$ cat src/inc/seq_params.svh
// Constants for the start/stop sequencer: timing, scaling and reset values.
// Assumes a 125 MHz control clock; included by the package, whose macros the logic and bench use.
`ifndef SEQ_PARAMS_SVH
`define SEQ_PARAMS_SVH
`define CLK_PERIOD_NS 8
`define HALT_MIN_MS 100
`define HALT_MIN_CYCLES ((`HALT_MIN_MS * 1000000 + `CLK_PERIOD_NS - 1) / `CLK_PERIOD_NS)
`define STOP_TIME_DS_RST 16'h0064
`define FULL_SCALE 16'h7fff
`define DEMAND_ZERO 16'h0000
`define STOP_MODE_RAMP 1'b0
`define STOP_MODE_COAST 1'b1
`endif

$ cat src/inc/seq_pkg.sv
// Types shared by the sequencer logic.
// Assumes the parameter header sits on the include path.
`include "seq_params.svh"
package seq_pkg;
	typedef enum logic [1:0] {
		SRC_LOCAL,
		SRC_REMOTE,
		SRC_UNUSED2,
		SRC_UNUSED3
	} ctrl_src_t;
	typedef enum logic [1:0] {
		WIRE_SINGLE,
		WIRE_TWO,
		WIRE_THREE,
		WIRE_RSVD
	} wire_mode_t;
endpackage

$ cat src/logic/ramp_gen.sv
// Linear ramp generator: moves a value toward a target by a fixed step.
// Assumes target and step are stable from the same clock domain.
`timescale 1ns/1ps
`default_nettype none
module ramp_gen #(
	parameter int W = 16
) (
	input wire logic mclk_i,
	input wire logic sys_rst_i,
	input wire logic force_zero_i,
	input wire logic [W-1:0] target_i,
	input wire logic [W-1:0] step_i,
	output logic [W-1:0] value_o
);
	logic [W:0] up_sum;
	logic [W-1:0] gap;
	always_comb begin
		up_sum = {1'b0, value_o} + {1'b0, step_i};
		gap = (value_o > target_i) ? value_o - target_i : target_i - value_o;
	end
	// Clamp to the target so a coarse step never overshoots.
	always_ff @(posedge mclk_i) begin
		if (sys_rst_i || force_zero_i) begin
			value_o <= '0;
		end else if (gap <= step_i) begin
			value_o <= target_i;
		end else if (value_o < target_i) begin
			value_o <= up_sum[W-1:0];
		end else begin
			value_o <= value_o - step_i;
		end
	end
endmodule
`default_nettype wire

$ cat src/logic/drive_start_stop_sequencer.sv
// Start/stop sequencer with ramped velocity_target for a motor drive.
// Assumes all operator pins are asynchronous and ramp settings come from
// local logic as step sizes (full scale over ramp ticks).
`timescale 1ns/1ps
`default_nettype none
// Overview of operation
// - Start and reference sources chosen separately.
// - Remote reference is sum of analogs.
// - Run ramps demand to reference, holds.
// - Inch ramps to inch setting while held.
// - Keypad run key latches until stop key.
// - Keypad inch only while key held.
// - Run or inch exclusive; stop between.
// - In-motion flag from start to stop end.
// - Fault-free flag unless tripped.
// - Reset to ramp stop, ten second stop (stop rate comes from stop_step_i; STOP_TIME_DS_RST is unused).
// - Ramp stop decelerates then trims to zero.
// - Power held until post-stop delay ends.
// - Zero decel or freeze uses stop rate.
// - Freewheel stop zeroes demand, disables power.
// - Quick stop overrides run and inch.
// - Forced freewheel disables, masks quick stop.
// - Trip coasts; hold off until reset.
// - Halt over 100 ms completes stop.
// - No start without power permit.
// - Two-wire: both commands asserted means stop.
// - Halt true latches momentary run commands.
// - Inch command never latched.
// - Permit false keeps power disabled.
module drive_start_stop_sequencer
	import seq_pkg::*;
#(
	parameter int W = 16,
	parameter int HALT_CYCLES = `HALT_MIN_CYCLES,
	parameter int DELAY_W = 24
) (
	input wire logic mclk_i,
	input wire logic sys_rst_i,
	input wire seq_pkg::ctrl_src_t start_src_i,
	input wire seq_pkg::ctrl_src_t ref_src_i,
	input wire seq_pkg::wire_mode_t wire_mode_i,
	input wire logic run_stop_coast_i,
	input wire logic quick_stop_coast_i,
	input wire logic [W-1:0] analog_a_i,
	input wire logic [W-1:0] analog_b_i,
	input wire logic [W-1:0] keypad_speed_reference_i,
	input wire logic [W-1:0] inch_speed_setting_i,
	input wire logic [W-1:0] ramp_up_step_i,
	input wire logic [W-1:0] inch_ramp_up_step_i,
	input wire logic [W-1:0] ramp_down_step_i,
	input wire logic [W-1:0] stop_step_i,
	input wire logic [W-1:0] trim_i,
	input wire logic [DELAY_W-1:0] stop_delay_i,
	input wire logic key_run_i,
	input wire logic key_stop_i,
	input wire logic key_inch_i,
	input wire logic key_dir_i,
	input wire logic run_fwd_i,
	input wire logic run_rev_i,
	input wire logic reverse_i,
	input wire logic inch_command_i,
	input wire logic halt_n_i,
	input wire logic quick_stop_n_i,
	input wire logic coast_n_i,
	input wire logic ramp_freeze_i,
	input wire logic trip_i,
	input wire logic trip_reset_i,
	input wire logic permit_i,
	output logic [W-1:0] velocity_target_o,
	output logic [W-1:0] trim_out_o,
	output logic sequencer_direction_out_o,
	output logic stage_enable_o,
	output logic in_motion_o,
	output logic fault_free_flag_o,
	output logic stop_mode_o
);
	import seq_pkg::*;
	typedef enum {ST_IDLE, ST_RUN, ST_INCH, ST_DECEL, ST_TRIM, ST_DELAY,
		ST_TRIP} state_t;
	localparam int NS = 16;
	localparam int HALT_W = $clog2(HALT_CYCLES + 1);

	logic [NS-1:0] meta;
	logic [NS-1:0] sync;
	state_t state;
	logic [W-1:0] demand;
	logic [W-1:0] trim_val;
	logic [W-1:0] target;
	logic [W-1:0] step;
	logic [W:0] ref_sum;
	logic [W-1:0] remote_ref;
	logic [DELAY_W-1:0] delay_cnt;
	logic [HALT_W-1:0] halt_cnt;
	logic halt_req;
	logic run_latch;
	logic dir_latch;
	logic stop_mode;
	logic dir;
	logic want_run;
	logic want_inch;
	logic stop_now;
	logic coast_now;
	logic fast_stop;
	logic use_stop_rate;
	logic stopping;
	logic zero_demand;

	// Every operator pin passes two flops before any logic looks at it.
	always_ff @(posedge mclk_i) begin
		if (sys_rst_i) begin
			meta <= '0;
			sync <= '0;
		end else begin
			meta <= {key_run_i, key_stop_i, key_inch_i, key_dir_i,
				run_fwd_i, run_rev_i, reverse_i, inch_command_i,
				halt_n_i, quick_stop_n_i, coast_n_i, ramp_freeze_i,
				trip_i, trip_reset_i, permit_i, 1'b0};
			sync <= meta;
		end
	end
	wire s_krun = sync[15];
	wire s_kstop = sync[14];
	wire s_kinch = sync[13];
	wire s_kdir = sync[12];
	wire s_fwd = sync[11];
	wire s_rev = sync[10];
	wire s_reverse = sync[9];
	wire s_inch = sync[8];
	wire s_halt_n = sync[7];
	wire s_qs_n = sync[6];
	wire s_coast_n = sync[5];
	wire s_freeze = sync[4];
	wire s_trip = sync[3];
	wire s_treset = sync[2];
	wire s_permit = sync[1];

	// Stop method is held here so reset lands on ramp stop.
	always_ff @(posedge mclk_i) begin
		if (sys_rst_i) begin
			stop_mode <= `STOP_MODE_RAMP;
		end else if (state == ST_IDLE) begin
			stop_mode <= run_stop_coast_i;
		end
	end

	// A halt pulse must last the full qualify time; once seen, the request
	// stays until the sequencer is idle so an early release cannot abort.
	always_ff @(posedge mclk_i) begin
		if (sys_rst_i) begin
			halt_cnt <= '0;
			halt_req <= 1'b0;
		end else begin
			if (s_halt_n) begin
				halt_cnt <= '0;
			end else if (halt_cnt != HALT_W'(HALT_CYCLES)) begin
				halt_cnt <= halt_cnt + 1'b1;
			end
			if (!s_halt_n && halt_cnt == HALT_W'(HALT_CYCLES)) begin
				halt_req <= 1'b1;
			end else if (state == ST_IDLE) begin
				halt_req <= 1'b0;
			end
		end
	end

	// Keypad run latch and remote three-wire latch of momentary run commands.
	always_ff @(posedge mclk_i) begin
		if (sys_rst_i) begin
			run_latch <= 1'b0;
			dir_latch <= 1'b0;
		end else if (start_src_i == SRC_LOCAL) begin
			if (s_kstop) begin
				run_latch <= 1'b0;
			end else if (s_krun && s_permit) begin
				run_latch <= 1'b1;
			end
		end else if (!s_halt_n || wire_mode_i != WIRE_THREE) begin
			run_latch <= 1'b0;
		end else if ((s_fwd ^ s_rev) && s_permit) begin
			run_latch <= 1'b1;
			dir_latch <= s_rev;
		end
	end

	always_comb begin
		want_run = 1'b0;
		want_inch = 1'b0;
		dir = 1'b0;
		if (start_src_i == SRC_LOCAL) begin
			want_run = run_latch;
			want_inch = s_kinch;
		end else begin
			want_inch = s_inch;
			case (wire_mode_i)
				WIRE_SINGLE: want_run = s_fwd;
				WIRE_TWO: begin
					want_run = s_fwd ^ s_rev;
					dir = s_rev;
				end
				WIRE_THREE: begin
					want_run = run_latch;
					dir = dir_latch;
				end
				default: want_run = 1'b0;
			endcase
		end
		if (ref_src_i == SRC_LOCAL) begin
			dir = s_kdir;
		end else if (wire_mode_i == WIRE_SINGLE) begin
			dir = s_reverse;
		end
	end

	always_comb begin
		ref_sum = {1'b0, analog_a_i} + {1'b0, analog_b_i};
		remote_ref = ref_sum[W] ? `FULL_SCALE : ref_sum[W-1:0];
	end

	// Forced freewheel has priority and masks quick stop.
	assign coast_now = !s_coast_n || !s_permit;
	assign fast_stop = s_coast_n && !s_qs_n;
	assign stop_now = fast_stop || halt_req;

	always_ff @(posedge mclk_i) begin
		if (sys_rst_i) begin
			state <= ST_IDLE;
			delay_cnt <= '0;
		end else if (s_trip) begin
			state <= ST_TRIP;
		end else begin
			case (state)
				ST_IDLE: begin
					if (!coast_now && !stop_now) begin
						if (want_run) begin
							state <= ST_RUN;
						end else if (want_inch) begin
							state <= ST_INCH;
						end
					end
				end
				ST_RUN, ST_INCH: begin
					if (coast_now) begin
						state <= ST_IDLE;
					end else if (stop_now || (state == ST_RUN ? !want_run
						: !want_inch)) begin
						if ((fast_stop ? quick_stop_coast_i : stop_mode)
							== `STOP_MODE_COAST) begin
							state <= ST_IDLE;
						end else begin
							state <= ST_DECEL;
						end
					end
				end
				ST_DECEL: begin
					if (coast_now) begin
						state <= ST_IDLE;
					end else if (demand == `DEMAND_ZERO) begin
						state <= ST_TRIM;
					end
				end
				ST_TRIM: begin
					if (coast_now) begin
						state <= ST_IDLE;
					end else if (trim_val == `DEMAND_ZERO) begin
						state <= ST_DELAY;
						delay_cnt <= stop_delay_i;
					end
				end
				ST_DELAY: begin
					if (coast_now || delay_cnt == '0) begin
						state <= ST_IDLE;
					end else begin
						delay_cnt <= delay_cnt - 1'b1;
					end
				end
				ST_TRIP: begin
					if (!s_trip && s_treset) begin
						state <= ST_IDLE;
					end
				end
				default: state <= ST_IDLE;
			endcase
		end
	end

	assign stopping = state == ST_DECEL || state == ST_TRIM
		|| state == ST_DELAY;
	assign use_stop_rate = ramp_down_step_i == '0 || s_freeze;
	assign zero_demand = state == ST_IDLE || state == ST_TRIP
		|| coast_now;

	always_comb begin
		target = `DEMAND_ZERO;
		step = use_stop_rate ? stop_step_i : ramp_down_step_i;
		if (state == ST_RUN) begin
			target = ref_src_i == SRC_LOCAL ? keypad_speed_reference_i
				: remote_ref;
			step = ramp_up_step_i;
		end else if (state == ST_INCH) begin
			target = inch_speed_setting_i;
			step = inch_ramp_up_step_i;
		end
	end

	ramp_gen #(.W(W)) u_demand (
		.mclk_i(mclk_i),
		.sys_rst_i(sys_rst_i),
		.force_zero_i(zero_demand),
		.target_i(target),
		.step_i(step),
		.value_o(demand)
	);

	// The trim term decays at the stop rate once the demand is at zero.
	always_ff @(posedge mclk_i) begin
		if (sys_rst_i || zero_demand) begin
			trim_val <= '0;
		end else if (!stopping) begin
			trim_val <= trim_i;
		end else if (state != ST_DECEL) begin
			trim_val <= trim_val > stop_step_i ? trim_val - stop_step_i
				: `DEMAND_ZERO;
		end
	end

	always_ff @(posedge mclk_i) begin
		if (sys_rst_i) begin
			velocity_target_o <= '0;
			trim_out_o <= '0;
			sequencer_direction_out_o <= 1'b0;
			stage_enable_o <= 1'b0;
			in_motion_o <= 1'b0;
			fault_free_flag_o <= 1'b1;
			stop_mode_o <= `STOP_MODE_RAMP;
		end else begin
			// Zeroed with the stage enable so a coast stop drops both together.
			velocity_target_o <= zero_demand ? `DEMAND_ZERO : demand;
			trim_out_o <= trim_val;
			if (state == ST_IDLE) begin
				sequencer_direction_out_o <= dir;
			end
			stage_enable_o <= !zero_demand;
			in_motion_o <= state != ST_IDLE && state != ST_TRIP;
			fault_free_flag_o <= state != ST_TRIP;
			stop_mode_o <= stop_mode;
		end
	end

	permit_gate_a: assert property (@(posedge mclk_i) disable iff (sys_rst_i)
		!s_permit |=> !stage_enable_o)
		else $error("stage enabled without permit");
	coast_off_a: assert property (@(posedge mclk_i) disable iff (sys_rst_i)
		!s_coast_n |=> !stage_enable_o)
		else $error("stage enabled during forced coast");
	trip_flag_a: assert property (@(posedge mclk_i) disable iff (sys_rst_i)
		s_trip |=> ##1 !fault_free_flag_o && !stage_enable_o)
		else $error("trip not reflected");
	motion_flag_a: assert property (@(posedge mclk_i) disable iff (sys_rst_i)
		stage_enable_o |-> in_motion_o)
		else $error("stage on while not in motion");
	start_permit_a: assert property (@(posedge mclk_i) disable iff (sys_rst_i)
		state == ST_IDLE && !s_permit |=> state != ST_RUN)
		else $error("started without permit");
	two_wire_a: assert property (@(posedge mclk_i) disable iff (sys_rst_i)
		state == ST_IDLE && start_src_i == SRC_REMOTE
		&& wire_mode_i == WIRE_TWO && s_fwd && s_rev |=> state != ST_RUN)
		else $error("two-wire both asserted started");
	run_inch_a: assert property (@(posedge mclk_i) disable iff (sys_rst_i)
		state == ST_RUN |=> state != ST_INCH)
		else $error("run went straight to inch");
	halt_stop_a: assert property (@(posedge mclk_i) disable iff (sys_rst_i)
		halt_req && state == ST_RUN |=> state != ST_RUN)
		else $error("halt did not stop run");
endmodule
`default_nettype wire

$ cat config.mk
export PLATFORM = sky130hd
export DESIGN_NAME = drive_start_stop_sequencer
export DESIGN_NICKNAME = d
export VERILOG_FILES = /design/src/inc/seq_pkg.sv /design/src/logic/ramp_gen.sv /design/src/logic/drive_start_stop_sequencer.sv
export VERILOG_INCLUDE_DIRS = /design/src /design/src/inc
export SDC_FILE = /design/constraint.sdc
export NUM_CORES = 1
export LEC_CHECK = 0
export BUFFER_PORTS_ARGS = -buffer_cell sky130_fd_sc_hd__clkbuf_2
export CORE_MARGIN = 5
export CORE_UTILIZATION = 56
export CTS_BUF_LIST = sky130_fd_sc_hd__clkbuf_16
export CTS_CLUSTER_DIAMETER = 40
export CTS_CLUSTER_SIZE = 16
export DETAILED_ROUTE_END_ITERATION = 16
export PLACE_DENSITY = 0.81
export SYNTH_ARGS = -nofsm -noshare
export SYNTH_HDL_FRONTEND = slang
export SYNTH_SLANG_ARGS = --single-unit
$ cat constraint.sdc
create_clock -name mclk_i -period 25 [get_ports mclk_i]
set_input_delay 6.25 -clock mclk_i [delete_from_list [all_inputs] [get_ports mclk_i]]
set_output_delay 6.25 -clock mclk_i [all_outputs]
set_load 0.03 [all_outputs]
# [Word level (Yosys, flattened, before mapping)]
# Cells that the tools add are included.
[word_totals] register_bits=185 input_bits=193 elab_cells=171
[classes] n_addsub=8 magnitude_cmp=4 eq_ne=38 mux=47 bitwise=4 n_reduce_logical=50
[ops] op="$mux W32" count=11
[ops] op="$mux W16" count=13
[ops] op="$pmux W32 S6" count=1
[ops] op="$eq A32 B3 Y1 const B" count=5
[ops] op="$eq A32 B2 Y1 const B" count=3
[ops] op="$eq A32 B4 Y1 const B" count=3
[ops] op="$mux W24" count=3
[ops] op="$logic_not A32 Y1" count=2
[ops] op="$sub A16 B16 Y16" count=4
[ops] op="$logic_not A16 Y1" count=3
[ops] op="$pmux W24 S2" count=1
[ops] op="$eq A32 B1 Y1 const B" count=1
[ops] op="$gt A16 B16 Y1" count=2
[ops] op="$ne A32 B3 Y1 const B" count=1
[ops] op="$ne A32 B4 Y1 const B" count=1
[ops] op="$reduce_bool A32 Y1" count=1
[ops] op="$add A24 B1 Y24 const B" count=1
[ops] op="$eq A24 B24 Y1 const B" count=1
[ops] op="$logic_not A24 Y1" count=1
[ops] op="$ne A24 B24 Y1 const B" count=1
[ops] op="$sub A24 B1 Y24 const B" count=1
[ops] op="$ne A3 B3 Y1 const B" count=7
[ops] op="$add A16 B16 Y17" count=1
[ops] op="$add A16 B16 Y16" count=1
[ops] op="other kinds (26)" count=82

# [Logic depth before layout (Yosys ltp)]
# Gate-level depths: netlist of run 1.
[depth] ltp_word=10 ltp_mapped=36 mapped_depth_nobuf=34

# [Cells and area by module]
# From an unflattened synthesis of run 1, not the netlist that was laid out.
[hier_totals] cells_unflattened=1623 area_unflattened_um2=12006.5
[by_module_without_submodules] mod="drive_start_stop_sequencer" n_inst=1 cells_each=1133 area_each_um2=8400.6 seq_area_each_um2=2762.6
[by_module_without_submodules] mod="ramp_gen" n_inst=1 cells_each=490 area_each_um2=3606.0 seq_area_each_um2=320.3

# [Least setup slack after synthesis of run 1]
# OpenSTA, ideal clock, no wires.
[synth_timing] kind="in2reg" startpoint="input port analog_a_i[6]" endpoint="register u_demand.value_o[14]" setup_time_ns=0.126 arrival_time_ns=12.692 required_time_ns=24.874 path_slack_ns=12.182 stages=30 n_path_buf=2 path_cell_list="ha_1 or2_2 a21oi_1 a31oi_1 a211oi_1 o31ai_1 a21oi_1 clkbuf_1 a21oi_1 a21oi_1 inv_1 ha_1 nor2b_1 o21ai_0 a211oi_1 nor3_1 o21ai_0 clkbuf_1 mux2i_1 fa_1 a21o_1 a21o_1 a2111oi_0 nor3_1 a41o_1 o41a_1 a21o_1 a21oi_1 xor2_1 o22ai_1"
[synth_between] elab_chain_cells=8 word_cells_on_any_way=12 cone_classes="add/sub: 3; order compare: 3; mux: 6"
[synth_lines] element="from (decl)" line_no="drive_start_stop_sequencer.sv:44" rtl="input wire logic [W-1:0] analog_a_i,"
[synth_lines] element="$add A16 B16 Y17 *" line_no="drive_start_stop_sequencer.sv:215" rtl="ref_sum = {1'b0, analog_a_i} + {1'b0, analog_b_i};"
[synth_lines] element="$mux W16 *" line_no="drive_start_stop_sequencer.sv:216" rtl="remote_ref = ref_sum[W] ? `FULL_SCALE : ref_sum[W-1:0];"
[synth_lines] element="$mux W16 *" line_no="drive_start_stop_sequencer.sv:296" rtl="target = ref_src_i == SRC_LOCAL ? keypad_speed_reference_i"
[synth_lines] element="$mux W16 *" line_no="drive_start_stop_sequencer.sv:295" rtl="if (state == ST_RUN) begin"
[synth_lines] element="$sub A16 B16 Y16 or $gt A16 B16 Y1 (tied branches)" line_no="ramp_gen.sv:19" rtl="gap = (value_o > target_i) ? value_o - target_i : target_i - value_o;"
[synth_lines] element="$mux W16" line_no="ramp_gen.sv:19"
[synth_lines] element="$le A16 B16 Y1" line_no="ramp_gen.sv:25" rtl="end else if (gap <= step_i) begin"
[synth_lines] element="$mux W16 *" line_no="ramp_gen.sv:25"
[synth_lines] element="to (signal assigned)" line_no="ramp_gen.sv:26" rtl="value_o <= target_i;"
[synth_lines] element="to (signal assigned)" line_no="ramp_gen.sv:28" rtl="value_o <= up_sum[W-1:0];"
[synth_lines] element="to (signal assigned)" line_no="ramp_gen.sv:30" rtl="value_o <= value_o - step_i;"
[synth_lines] element="to (decl)" line_no="ramp_gen.sv:13" rtl="output logic [W-1:0] value_o"
# Every way passes the cells marked *; elsewhere a longest branch is shown, timed or not.
# A chain may end at the register's enable or synchronous reset.

# [Final worst setup path of run 1]
[layout_timing] startpoint="input port analog_a_i[0]" endpoint="register u_demand.value_o[15]"
# The elaborated chain is that of the path after synthesis.

==> impl_summary.log, run 1 <==
[metrics] total DRC errors in the routed layout: 0
[metrics] # hold bufs at CTS: 0
[metrics] Detail Placement HPWL: 25200 um
[metrics] post-CTS sizing: 0
[metrics] biggest fanout along the worst timing path: 30
[metrics] clk root buf: sky130_fd_sc_hd__clkbuf_16
[metrics] clock tree buffer depth: 2
[metrics] CTS tree: built
[metrics] time the worst path needs with I/O delays and setup: 13.63 ns
[metrics] worst-case clock skew: 0.0112 ns
[metrics] Power Dens Cells: 87.3 nW/um2
[metrics] Die X-Extent: 152 um
[metrics] largest net degree at the start of global routing: 83
[metrics] Placed Area: 12500 um2
[metrics] startpoint kind of the worst setup timing path: primary input
[metrics] Hold Startpoint: meta[3]
[metrics] NumNets Final: 1919
[metrics] worst min-delay path endpoint: sync[3]
[metrics] number of antenna-violating nets in the routed design: 0
[metrics] most used flip-flop cell after synthesis: sky130_fd_sc_hd__dfxtp_1
[metrics] global-route wire length before repair: 50100 um
[metrics] effective utilization at floorplan: 0.573
[metrics] reg2reg path depth: 27
[metrics] die area: 23000 um2
[metrics] CTS sink count: 154
[metrics] synthesized area: 11200 um2
[metrics] vias: 11000
[metrics] final count of hold timing violations: 0
[metrics] CP arrival: 13.91 ns
[metrics] # IOs: 230
[metrics] layout cells sized above 1: 0.183
[metrics] Synth area leaders: sky130_fd_sc_hd__dfxtp_1 27%, sky130_fd_sc_hd__ha_1 11%, sky130_fd_sc_hd__nor2_1 5.2%
[metrics] setup slack on the worst flop-to-flop path: 18.19 ns
[metrics] Setup WS post-layout: 11.37 ns
[metrics] floorplan row count: 51
[metrics] share of the yosys chip area belonging to registers: 0.275
[metrics] count of buffers from port buffering: 229
[metrics] worst path required time: 25.29 ns
[metrics] fraction of synthesized cell area taken by the top area cell type: 0.275
[metrics] Placement Setup Slack: 11.09 ns
[metrics] number of antenna violations at the first check in global routing: 0
[metrics] count of mapped cells out of synthesis: 1428
[metrics] number of cells in the design after placement: 1865
[metrics] critical path's largest stage delay: 0.76 ns
[metrics] area of the core region: 19600 um2
[metrics] final setup violation count: 0
[metrics] Skew-Pair Late Insertion Delay: 0.43 ns
[metrics] Critical Path Slowest Stage Cell: sky130_fd_sc_hd__a21oi_1
[metrics] final routed wire length divided by cell count: 17.0 um
[metrics] count of antenna diodes in the layout: 0
[metrics] total track usage: 0.273
[metrics] finished layout cell area: 13100 um2
[metrics] Worst path top cell family by delay: compound AO/OA/AOI/OAI gates
[metrics] worst hold-check path type: flop to flop
[metrics] global placement routability congestion: 1.01
[metrics] clock slew seen by the registers of the worst setup and hold paths: 0.07 ns
[metrics] DR iter-0 viols: 811
[metrics] count of buffers added by post-CTS timing repair for setup: 0
[metrics] register bit total from synthesis: 154
[metrics] total routed wirelength: 32300 um
[metrics] Setup crit end kind: flop
[metrics] die extent in y: 152 um
[metrics] number of buffers created by CTS: 17
[metrics] global route total overflow: 0
[metrics] post-synthesis net count: 1728
[metrics] async set or reset register ratio after synthesis: 0
[metrics] depth of the worst hold-timing path: 1
[metrics] count of flip-flops with a built-in enable after synthesis: 0
[metrics] capture instance of the worst register-to-register path: u_demand.value_o[15]
[metrics] post-synth top area cell: sky130_fd_sc_hd__dfxtp_1
[metrics] cell occurring most often along the worst timing path: sky130_fd_sc_hd__o21ai_0
[metrics] Area growth, synth to finish: 16.4%
[metrics] via/cell ratio: 5.81
[metrics] critical path class: primary input to flop
[metrics] R2R Path Start: state[2]
[metrics] final cell count without fillers: 1897
[metrics] mean instance size in the synthesized netlist: 7.85 um2
[metrics] maximum clock frequency: 73.4 MHz
[metrics] TNS Setup: 0 ns
[metrics] leakage power total: 0.00593 uW
[metrics] Worst Max-Slew Pin Slew: 0.950 ns
[metrics] detailed-router iteration count before antenna repair: 5
[metrics] number of violations of the max-capacitance limit: 0
[metrics] number of levels the H-tree was split into: 4
[metrics] final cycle utilization of the critical path: 0.545
[metrics] buffers and inverters on the worst path: 2
[metrics] Max VDD drop: 66.6 uV
[metrics] Max-Slew Margin vs Limit: 0.366
[metrics] count of pins over their slew limit: 0
[metrics] outcome: completed
[metrics] unrepaired setup endpoints after global routing: no
[metrics] distinct cell type count after synthesis: 82
[metrics] number of global-route vias before repair: 10200
[metrics] total number of yosys warnings: 0
per-stage QoR:
step | hold WS (ns) | power (uW) | util
after floorplan | 0.414 | 738 | -
after global placement | 0.414 | 862 | 0.637
after detailed placement | 0.423 | 871 | 0.637
after CTS | 0.438 | 1130 | 0.666
after global routing | 0.449 | 1220 | 0.666
final | 0.436 | 1140 | 0.666
kinds of logic (layout without fill, tap and decap cells):
group           Yosys count  count (layout)  synth area share
simple gates            482             482             0.217
buf+inv                 163             367            0.0595
flops                   154             154             0.275
compound gates          408             408             0.234
mux                      29              29            0.0260
fa+ha+maj               107             107             0.123
xor+xnor                 85              85            0.0664
flip-flops by register name, summed over array words and instances (netlist names):
signal / cells
u_demand.value_o: 16
fault_free_flag_o: 1
trim_out_o: 16
meta: 15
stop_mode_o: 1
halt_cnt: 24
delay_cnt: 24
halt_req: 1
run_latch: 1
sync: 15
dir_latch: 1
sequencer_direction_out_o: 1
stage_enable_o: 1
state: 3
velocity_target_o: 16
in_motion_o: 1
trim_val: 16
stop_mode: 1
worst register-to-register path: stages, from the launching register on:
cell and delay [ns]:
sky130_fd_sc_hd__dfxtp_1 0.55, sky130_fd_sc_hd__and2b_1 0.26, sky130_fd_sc_hd__nor2b_2 0.15, sky130_fd_sc_hd__buf_4 0.26, sky130_fd_sc_hd__nand2_1 0.15, sky130_fd_sc_hd__o21ai_0 0.15
sky130_fd_sc_hd__ha_1 0.24, sky130_fd_sc_hd__fa_1 0.39, sky130_fd_sc_hd__nor2b_1 0.17, sky130_fd_sc_hd__o21ai_0 0.12, sky130_fd_sc_hd__a211oi_1 0.47, sky130_fd_sc_hd__o31a_1 0.73
sky130_fd_sc_hd__o221ai_1 0.27, sky130_fd_sc_hd__a211oi_1 0.37, sky130_fd_sc_hd__o21ai_0 0.16, sky130_fd_sc_hd__a31oi_1 0.19, sky130_fd_sc_hd__o21ai_0 0.16, sky130_fd_sc_hd__xnor2_1 0.15
sky130_fd_sc_hd__ha_1 0.29, sky130_fd_sc_hd__nand2_1 0.05, sky130_fd_sc_hd__nor2_1 0.15, sky130_fd_sc_hd__nand4_1 0.11, sky130_fd_sc_hd__o22ai_1 0.14, sky130_fd_sc_hd__a31o_2 0.52
sky130_fd_sc_hd__or2_2 0.24, sky130_fd_sc_hd__nor2_1 0.04, sky130_fd_sc_hd__mux2i_1 0.12, sky130_fd_sc_hd__o21ai_1 0.07
Yosys cell counts (all sizes together) (7+ instances only):
master	count
nand2	85
o21a	13
inv	96
nand4	18
or3	17
dfxtp	154
a221oi	16
and3	10
nor4	25
nor3	35
a21o	38
a31oi	11
xor2	36
xnor2	49
nor2b	66
o31ai	11
buf	18
o22ai	7
ha	102
a21oi	114
or2	8
a22oi	31
a211oi	21
nand2b	12
clkbuf	49
nor2	157
mux2i	28
nand3	24
o21ai	99
cell usage in the layout, fill, tap and decap left out, types with 38 or more instances in the layout:
cell type | Yosys | layout
sky130_fd_sc_hd__nand2_1 | 85 | 85
sky130_fd_sc_hd__o21ai_0 | 93 | 93
sky130_fd_sc_hd__xnor2_1 | 49 | 49
sky130_fd_sc_hd__nor2b_1 | 66 | 65
sky130_fd_sc_hd__ha_1 | 102 | 102
sky130_fd_sc_hd__a21o_1 | 38 | 38
sky130_fd_sc_hd__nor2_1 | 156 | 155
sky130_fd_sc_hd__a21oi_1 | 114 | 114
sky130_fd_sc_hd__dfxtp_1 | 154 | 154
sky130_fd_sc_hd__inv_1 | 96 | 96
sky130_fd_sc_hd__clkbuf_2 | 0 | 229
layout make-up:
cell class	instances	area (um2)
well taps	265	332
clock buffers	17	425
multi-input cells	1111	7480
inverters	96	360
repair buffers	239	1220
fillers	1692	6540
flip-flops and latches	154	3080
clock inverters	15	155
worst max path at each step:
stage	startpoint	to	depth (start not counted)
floorplan	analog_a_i[6]	u_demand.value_o[14]	30
global placement	analog_a_i[0]	u_demand.value_o[15]	34
detailed placement	analog_a_i[0]	u_demand.value_o[15]	34
CTS	analog_a_i[0]	u_demand.value_o[15]	34
global route	analog_a_i[0]	u_demand.value_o[15]	34
finish	analog_a_i[0]	u_demand.value_o[15]	34
routing by layer:
layer | wire length (um) | GRT usage | up-vias
li1 | - | - | 5481
met1 | 14300 | 0.369 | 5023
met2 | 14700 | 0.441 | 444
met3 | 2420 | 0.0464 | 65
met4 | 914 | 0.0970 | 0
met5 | 0 | 0 | -
power breakdown:
part,switching [uW],internal (uW),total [uW]
Combinational,369,259,628
Clock,116,141,257
Sequential,4.68,250,255
Total,490,650,1140
Note: power is estimated with default switching activity, not from simulation.
==> run 2, diff against run 1 <==
- clock period: 25 -> 13.51 ns (I/O delays scaled with it)
==> run 2 against run 1 <==
Effect of this change:
- die area stayed put
- sequential share of layout area hardly changed
- register-to-register slack worse by 12 ns
- cell count stayed put
- first-iteration DRC count is 10% higher
- design area is 0.11% lower
- hold slack worse by 0.0064 ns
- global-route usage is 0.56 points higher
- non-clock buffer count stayed put
- via count is 0.58% higher
- setup slack worse by 8.6 ns
- critical path depth stayed put
- critical endpoint unchanged
- largest cell class unchanged
- largest power group unchanged
==> impl_summary.log, run 2 (synthesized netlist as in run 1, its figures left out) <==
[metrics] Max VDD drop: 136 uV (+100%)
[metrics] biggest fanout along the worst timing path: 30 (unchanged)
[metrics] Die X-Extent: 152 um (unchanged)
[metrics] effective utilization at floorplan: 0.573 (unchanged)
[metrics] Critical Path Slowest Stage Cell: sky130_fd_sc_hd__a21oi_1
[metrics] CTS sink count: 154 (unchanged)
[metrics] met1 track demand over resource: 0.370 (+0.000432)
[metrics] unrepaired setup endpoints after global routing: no
[metrics] R2R Path Start: state[0]
[metrics] most frequent standard cell in the layout excluding fill and tap cells: sky130_fd_sc_hd__clkbuf_2
[metrics] number of antenna-violating nets in the routed design: 0 (unchanged)
[metrics] number of buffers created by CTS: 17 (unchanged)
[metrics] worst min-delay path endpoint: sync[6]
[metrics] clock tree buffer depth: 2 (unchanged)
[metrics] largest net degree at the start of global routing: 83 (unchanged)
[metrics] global placement routability congestion: 0.991 (-1.9%)
[metrics] die area: 23000 um2 (unchanged)
[metrics] final routed wire length divided by cell count: 17.3 um (+1.6%)
[metrics] worst path required time: 13.80 ns (-11.49 ns)
[metrics] critical path class: primary input to flop
[metrics] Worst Max-Slew Pin Slew: 0.966 ns (+0.0153 ns)
[metrics] layout cells sized above 1: 0.182 (-0.00123)
[metrics] clock slew seen by the registers of the worst setup and hold paths: 0.06 ns (about the same)
[metrics] number of levels the H-tree was split into: 4 (unchanged)
[metrics] power consumption: 2110 uW (+85%)
[metrics] global-route wire length before repair: 51100 um (+2.1%)
[metrics] outcome: completed
[metrics] Power Dens Cells: 162 nW/um2 (+86%)
[metrics] DR iter-0 viols: 894 (+10%)
[metrics] clk root buf: sky130_fd_sc_hd__clkbuf_16
[metrics] startpoint kind of the worst setup timing path: primary input
[metrics] total track usage: 0.279 (+0.00562)
[metrics] Detail Placement HPWL: 25500 um (+0.95%)
[metrics] post-CTS sizing: 0 (unchanged)
[metrics] worst-case clock skew: 0.00824 ns (-0.00297 ns)
[metrics] Hold Startpoint: meta[6]
[metrics] final cycle utilization of the critical path: 0.797
[metrics] depth of the worst hold-timing path: 1 (unchanged)
[metrics] busiest grt layer: met2
[metrics] number of global-route vias before repair: 10500 (+3.2%)
[metrics] NumNets Final: 1919 (unchanged)
[metrics] # hold bufs at CTS: 0 (unchanged)
[metrics] setup slack on the worst flop-to-flop path: 6.66 ns (-11.53 ns)
[metrics] final count of hold timing violations: 0 (unchanged)
[metrics] reg2reg path depth: 24 (-11%)
[metrics] Max-Slew Margin vs Limit: 0.356 (-0.0102)
[metrics] via/cell ratio: 5.84 (+0.58%)
[metrics] total routed wirelength: 32800 um (+1.6%)
[metrics] maximum clock frequency: 92.9 MHz
[metrics] registers with the highest flip-flop counts: delay_cnt x24, halt_cnt x24
[metrics] grt met3 use: 0.0476 (+0.00119)
[metrics] global route total overflow: 0 (unchanged)
[metrics] count of buffers added by post-CTS timing repair for setup: 0 (unchanged)
[metrics] leakage power total: 0.00593 uW (about the same)
[metrics] top library cells by usage in the layout, fill and taps aside: 229 x sky130_fd_sc_hd__clkbuf_2, 155 x sky130_fd_sc_hd__nor2_1, 154 x sky130_fd_sc_hd__dfxtp_1, 114 x sky130_fd_sc_hd__a21oi_1, 102 x sky130_fd_sc_hd__ha_1
[metrics] die extent in y: 152 um (unchanged)
[metrics] CP arrival: 11.06 ns (-2.85 ns)
[metrics] capture instance of the worst register-to-register path: u_demand.value_o[15]
[metrics] Setup crit end kind: flop
[metrics] count of pins over their slew limit: 0 (unchanged)
[metrics] worst hold-check path type: flop to flop
[metrics] floorplan row count: 51 (unchanged)
[metrics] count of buffers from port buffering: 229 (unchanged)
[metrics] count of antenna diodes in the layout: 0 (unchanged)
[metrics] number of violations of the max-capacitance limit: 0 (unchanged)
[metrics] cell occurring most often along the worst timing path: sky130_fd_sc_hd__o21ai_0
[metrics] Skew-Pair Late Insertion Delay: 0.43 ns (about the same)
[metrics] TNS Setup: 0 ns (unchanged)
[metrics] time the worst path needs with I/O delays and setup: 10.77 ns
[metrics] # IOs: 230 (unchanged)
[metrics] number of antenna violations at the first check in global routing: 0 (unchanged)
[metrics] area of the core region: 19600 um2 (unchanged)
[metrics] vias: 11100 (+0.58%)
[metrics] grt met2 use: 0.460 (+0.0182)
[metrics] CTS tree: built
[metrics] total DRC errors in the routed layout: 0 (unchanged)
[metrics] final setup violation count: 0 (unchanged)
[metrics] critical path's largest stage delay: 0.77 ns (about the same)
[metrics] Area growth, synth to finish: 16.3%
[metrics] detailed-router iteration count before antenna repair: 6 (+1)
run 2: changes by cell type in the layout (fill, tap and decap cells not counted):
| cell | change |
|---|---|
| sky130_fd_sc_hd__clkinvlp_4 | -1 |
| sky130_fd_sc_hd__inv_8 | -2 |
| sky130_fd_sc_hd__clkinv_1 | +2 |
| sky130_fd_sc_hd__inv_6 | -1 |
| sky130_fd_sc_hd__clkinv_4 | +2 |
run 2: critical path: cells and delay by family:
kind	cells	cell delay (ns)
XOR/XNOR	1	0.15
adder cells (fa/ha/maj)	5	1.32
buffers and inverters	2	0.16
AND/OR/NAND/NOR	8	1.09
AO/OA/AOI/OAI	17	4.80
multiplexers	1	0.13
run 2: area by class of cell:
class                           instances  area [um2]
Multi-Input combinational cell       1111        7480
Fill cell                            1714        6550
Sequential cell                       154        3080
Timing Repair Buffer                  239        1220
Clock buffer                           17         425
Inverter                               96         360
Tap cell                              265         332
Clock inverter                         15         141
run 2: layer usage:
metal	up-vias	part of all wire
met1	5052	0.44
met3	77	0.078
met2	485	0.45
li1	5463	-
met5	-	0
met4	0	0.030
run 2: stage by stage:
stage,hold slack (ns),util,worst slack [ns],instances,instance area [um2]
floorplan,0.414,-,3.56,1428,11200
global placement,0.415,0.637,2.73,1865,12500
detailed placement,0.422,0.637,2.48,1865,12500
CTS,0.436,0.666,2.91,1897,13000
global route,0.449,0.666,2.05,1897,13000
finish,0.430,0.666,2.74,1897,13000
run 2: how the worst max path moves through the flow:
stage | start | endpoint
after global placement | analog_a_i[0] | u_demand.value_o[15]
final | analog_a_i[0] | u_demand.value_o[15]
after CTS | analog_a_i[0] | u_demand.value_o[15]
after floorplan | analog_a_i[6] | u_demand.value_o[14]
after global routing | analog_a_i[0] | u_demand.value_o[15]
after detailed placement | analog_a_i[0] | u_demand.value_o[15]
run 2: report_power, final:
| part | switching [uW] | total, uW | internal [uW] |
|---|---|---|---|
| Combinational | 694 | 1170 | 481 |
| Sequential | 8.88 | 472 | 463 |
| Clock | 209 | 466 | 257 |
| Total | 911 | 2110 | 1200 |
==> run 3, diff against run 2 <==
- clock period: 13.51 -> 11.3 ns (I/O delays scaled with it)
==> run 3 against run 2 <==
Effect of this change:
- critical path depth unchanged
- global-route usage decreased by 0.073 points
- hold slack improved by 0.0030 ns
- register-to-register slack got worse by 2.2 ns
- clock skew increased by 0.0028 ns
- via count increased by 0.31%
- core utilization about the same
- critical endpoint unchanged
- largest cell class unchanged
- highest routed layer unchanged
==> impl_summary.log, run 3 (synthesized netlist as in run 1, its figures left out) <==
[metrics] post-CTS sizing: 0 (unchanged)
[metrics] die extent in y: 152 um (unchanged)
[metrics] layout cells sized above 1: 0.182 (+0.000501)
[metrics] CP arrival: 10.12 ns (-0.94 ns)
[metrics] count of pins over their slew limit: 0 (unchanged)
[metrics] number of antenna-violating nets in the routed design: 0 (unchanged)
[metrics] CTS tree: built
[metrics] clk root buf: sky130_fd_sc_hd__clkbuf_16
[metrics] time the worst path needs with I/O delays and setup: 9.84 ns
[metrics] leakage power total: 0.00593 uW (about the same)
[metrics] grt met3 use: 0.0455 (-0.00208)
[metrics] registers with the highest flip-flop counts: delay_cnt x24, halt_cnt x24
[metrics] Power Dens Cells: 195 nW/um2 (+20%)
[metrics] Skew-Pair Late Insertion Delay: 0.43 ns (about the same)
[metrics] top library cells by usage in the layout, fill and taps aside: 229 x sky130_fd_sc_hd__clkbuf_2, 155 x sky130_fd_sc_hd__nor2_1, 154 x sky130_fd_sc_hd__dfxtp_1, 114 x sky130_fd_sc_hd__a21oi_1, 102 x sky130_fd_sc_hd__ha_1
[metrics] worst hold-check path type: flop to flop
[metrics] number of antenna violations at the first check in global routing: 0 (unchanged)
[metrics] global-route wire length before repair: 51000 um (-0.30%)
[metrics] number of cells in the design after placement: 1866 (+0.054%)
[metrics] TNS Setup: 0 ns (unchanged)
[metrics] final routed wire length divided by cell count: 17.2 um (-0.21%)
[metrics] clock slew seen by the registers of the worst setup and hold paths: 0.07 ns (about the same)
[metrics] critical path's largest stage delay: 0.72 ns (-0.05 ns)
[metrics] count of buffers added by post-CTS timing repair for setup: 0 (unchanged)
[metrics] floorplan row count: 51 (unchanged)
[metrics] Max-Slew Margin vs Limit: 0.369 (+0.0130)
[metrics] Critical Path Slowest Stage Cell: sky130_fd_sc_hd__o31a_1
[metrics] biggest fanout along the worst timing path: 30 (unchanged)
[metrics] detailed-router iteration count before antenna repair: 6 (unchanged)
[metrics] total routed wirelength: 32700 um (-0.16%)
[metrics] number of violations of the max-capacitance limit: 0 (unchanged)
[metrics] # hold bufs at CTS: 0 (unchanged)
[metrics] final cell count without fillers: 1898 (+0.053%)
[metrics] final setup violation count: 0 (unchanged)
[metrics] Worst path top cell family by delay: compound AO/OA/AOI/OAI gates
[metrics] clock tree buffer depth: 2 (unchanged)
[metrics] outcome: completed
[metrics] global placement routability congestion: 1.01 (+1.6%)
[metrics] maximum clock frequency: 102 MHz
[metrics] number of buffers created by CTS: 17 (unchanged)
[metrics] critical path class: primary input to flop
[metrics] DR iter-0 viols: 997 (+12%)
[metrics] Detail Placement HPWL: 25600 um (+0.47%)
[metrics] grt met2 use: 0.453 (-0.00667)
[metrics] met1 track demand over resource: 0.375 (+0.00485)
[metrics] # IOs: 230 (unchanged)
[metrics] total track usage: 0.278 (-0.000730)
[metrics] CTS sink count: 154 (unchanged)
[metrics] Setup WS post-layout: 1.46 ns (-1.28 ns)
[metrics] area of the core region: 19600 um2 (unchanged)
[metrics] Area growth, synth to finish: 16.3% (about the same)
[metrics] buffers and inverters on the worst path: 3 (+1)
[metrics] count of cell instances traversed by the critical path: 34 (unchanged)
[metrics] die area: 23000 um2 (unchanged)
[metrics] Placed Area: 12500 um2 (about the same)
[metrics] number of levels the H-tree was split into: 4 (unchanged)
[metrics] effective utilization at floorplan: 0.573 (unchanged)
[metrics] most frequent standard cell in the layout excluding fill and tap cells: sky130_fd_sc_hd__clkbuf_2
[metrics] finished layout cell area: 13000 um2 (about the same)
[metrics] final-layout fill cell count: 1682 (-1.9%)
[metrics] count of buffers from port buffering: 229 (unchanged)
[metrics] final cycle utilization of the critical path: 0.871
[metrics] worst path required time: 11.59 ns (-2.21 ns)
[metrics] unrepaired setup endpoints after global routing: no
[metrics] worst-case clock skew: 0.0111 ns (+0.00283 ns)
[metrics] global route total overflow: 0 (unchanged)
[metrics] vias: 11100 (+0.31%)
[metrics] NumNets Final: 1920 (+0.052%)
[metrics] reg2reg path depth: 24 (unchanged)
[metrics] hold slack final: 0.433 ns (+0.00296 ns)
[metrics] largest net degree at the start of global routing: 83 (unchanged)
[metrics] via/cell ratio: 5.85 (+0.25%)
[metrics] Placement Setup Slack: 1.19 ns (-1.29 ns)
[metrics] startpoint kind of the worst setup timing path: primary input
[metrics] count of antenna diodes in the layout: 0 (unchanged)
[metrics] final count of hold timing violations: 0 (unchanged)
[metrics] Setup crit end kind: flop
[metrics] total DRC errors in the routed layout: 0 (unchanged)
[metrics] number of global-route vias before repair: 10400 (-1.3%)
[metrics] Max VDD drop: 169 uV (+24%)
[metrics] Worst Max-Slew Pin Slew: 0.946 ns (-0.0195 ns)
[metrics] Die X-Extent: 152 um (unchanged)
[metrics] depth of the worst hold-timing path: 1 (unchanged)
[metrics] busiest grt layer: met2
-- run 3: cell types whose count changed in the layout (fill, tap and decap cells not counted) --
cell	previous run	this run
sky130_fd_sc_hd__buf_4	10	11
sky130_fd_sc_hd__clkinv_4	4	2
sky130_fd_sc_hd__clkinvlp_4	2	3
sky130_fd_sc_hd__inv_8	2	3
-- run 3: per-layer routing --
metal | part of all wire | wire [um]
met1 | 0.44 | 14200
met5 | 0 | 0
met4 | 0.028 | 932
met2 | 0.46 | 14900
met3 | 0.080 | 2630
-- run 3: layout make-up --
cell class                      count  area (um2)  area share
Inverter                           96         360      0.0276
Tap cell                          265         332      0.0254
Sequential cell                   154        3080       0.236
Clock inverter                     15         143      0.0109
Multi-Input combinational cell   1111        7480       0.573
Clock buffer                       17         425      0.0326
Timing Repair Buffer              240        1230      0.0942
-- run 3: where the power goes --
part / internal [uW] / total, uW / switching (uW)
Sequential: 554 / 564 / 10.6
Clock: 308 / 564 / 255
Combinational: 577 / 1410 / 834
Total: 1440 / 2540 / 1100
-- run 3: final timing paths --
| check | startpoint | end | slack (ns) |
|---|---|---|---|
| worst max register to register | state[0] | u_demand.value_o[15] | 4.45 |
| worst min register to register | meta[8] | sync[8] | 0.43 |
| worst max-delay path | analog_a_i[0] | u_demand.value_o[15] | 1.46 |
| worst min-delay path | meta[8] | sync[8] | 0.43 |
-- run 3: worst reg2reg max path, cell delays in order (launching register included) --
cell	delay [ns]
sky130_fd_sc_hd__dfxtp_1	0.55
sky130_fd_sc_hd__nor3b_4	0.24
sky130_fd_sc_hd__buf_4	0.37
sky130_fd_sc_hd__o21ai_0	0.22
sky130_fd_sc_hd__o21ai_0	0.59
sky130_fd_sc_hd__ha_1	0.45
sky130_fd_sc_hd__nand4_1	0.22
sky130_fd_sc_hd__mux2i_1	0.28
sky130_fd_sc_hd__o31a_1	0.69
sky130_fd_sc_hd__o221ai_1	0.26
sky130_fd_sc_hd__a211oi_1	0.43
sky130_fd_sc_hd__o21ai_0	0.16
sky130_fd_sc_hd__a31oi_1	0.18
sky130_fd_sc_hd__o21ai_0	0.15
sky130_fd_sc_hd__xnor2_1	0.15
sky130_fd_sc_hd__ha_1	0.29
sky130_fd_sc_hd__nand2_1	0.05
sky130_fd_sc_hd__nor2_1	0.15
sky130_fd_sc_hd__nand4_1	0.11
sky130_fd_sc_hd__o22ai_1	0.15
sky130_fd_sc_hd__a31o_2	0.50
sky130_fd_sc_hd__or2_2	0.23
sky130_fd_sc_hd__nor2_1	0.04
sky130_fd_sc_hd__mux2i_1	0.13
sky130_fd_sc_hd__o21ai_1	0.09
-- run 3: stage by stage --
step                       util  power, uW
after floorplan               -       1630
after global placement    0.637       1910
after detailed placement  0.637       1940
after CTS                 0.666       2510
after global routing      0.666       2700
final                     0.666       2540
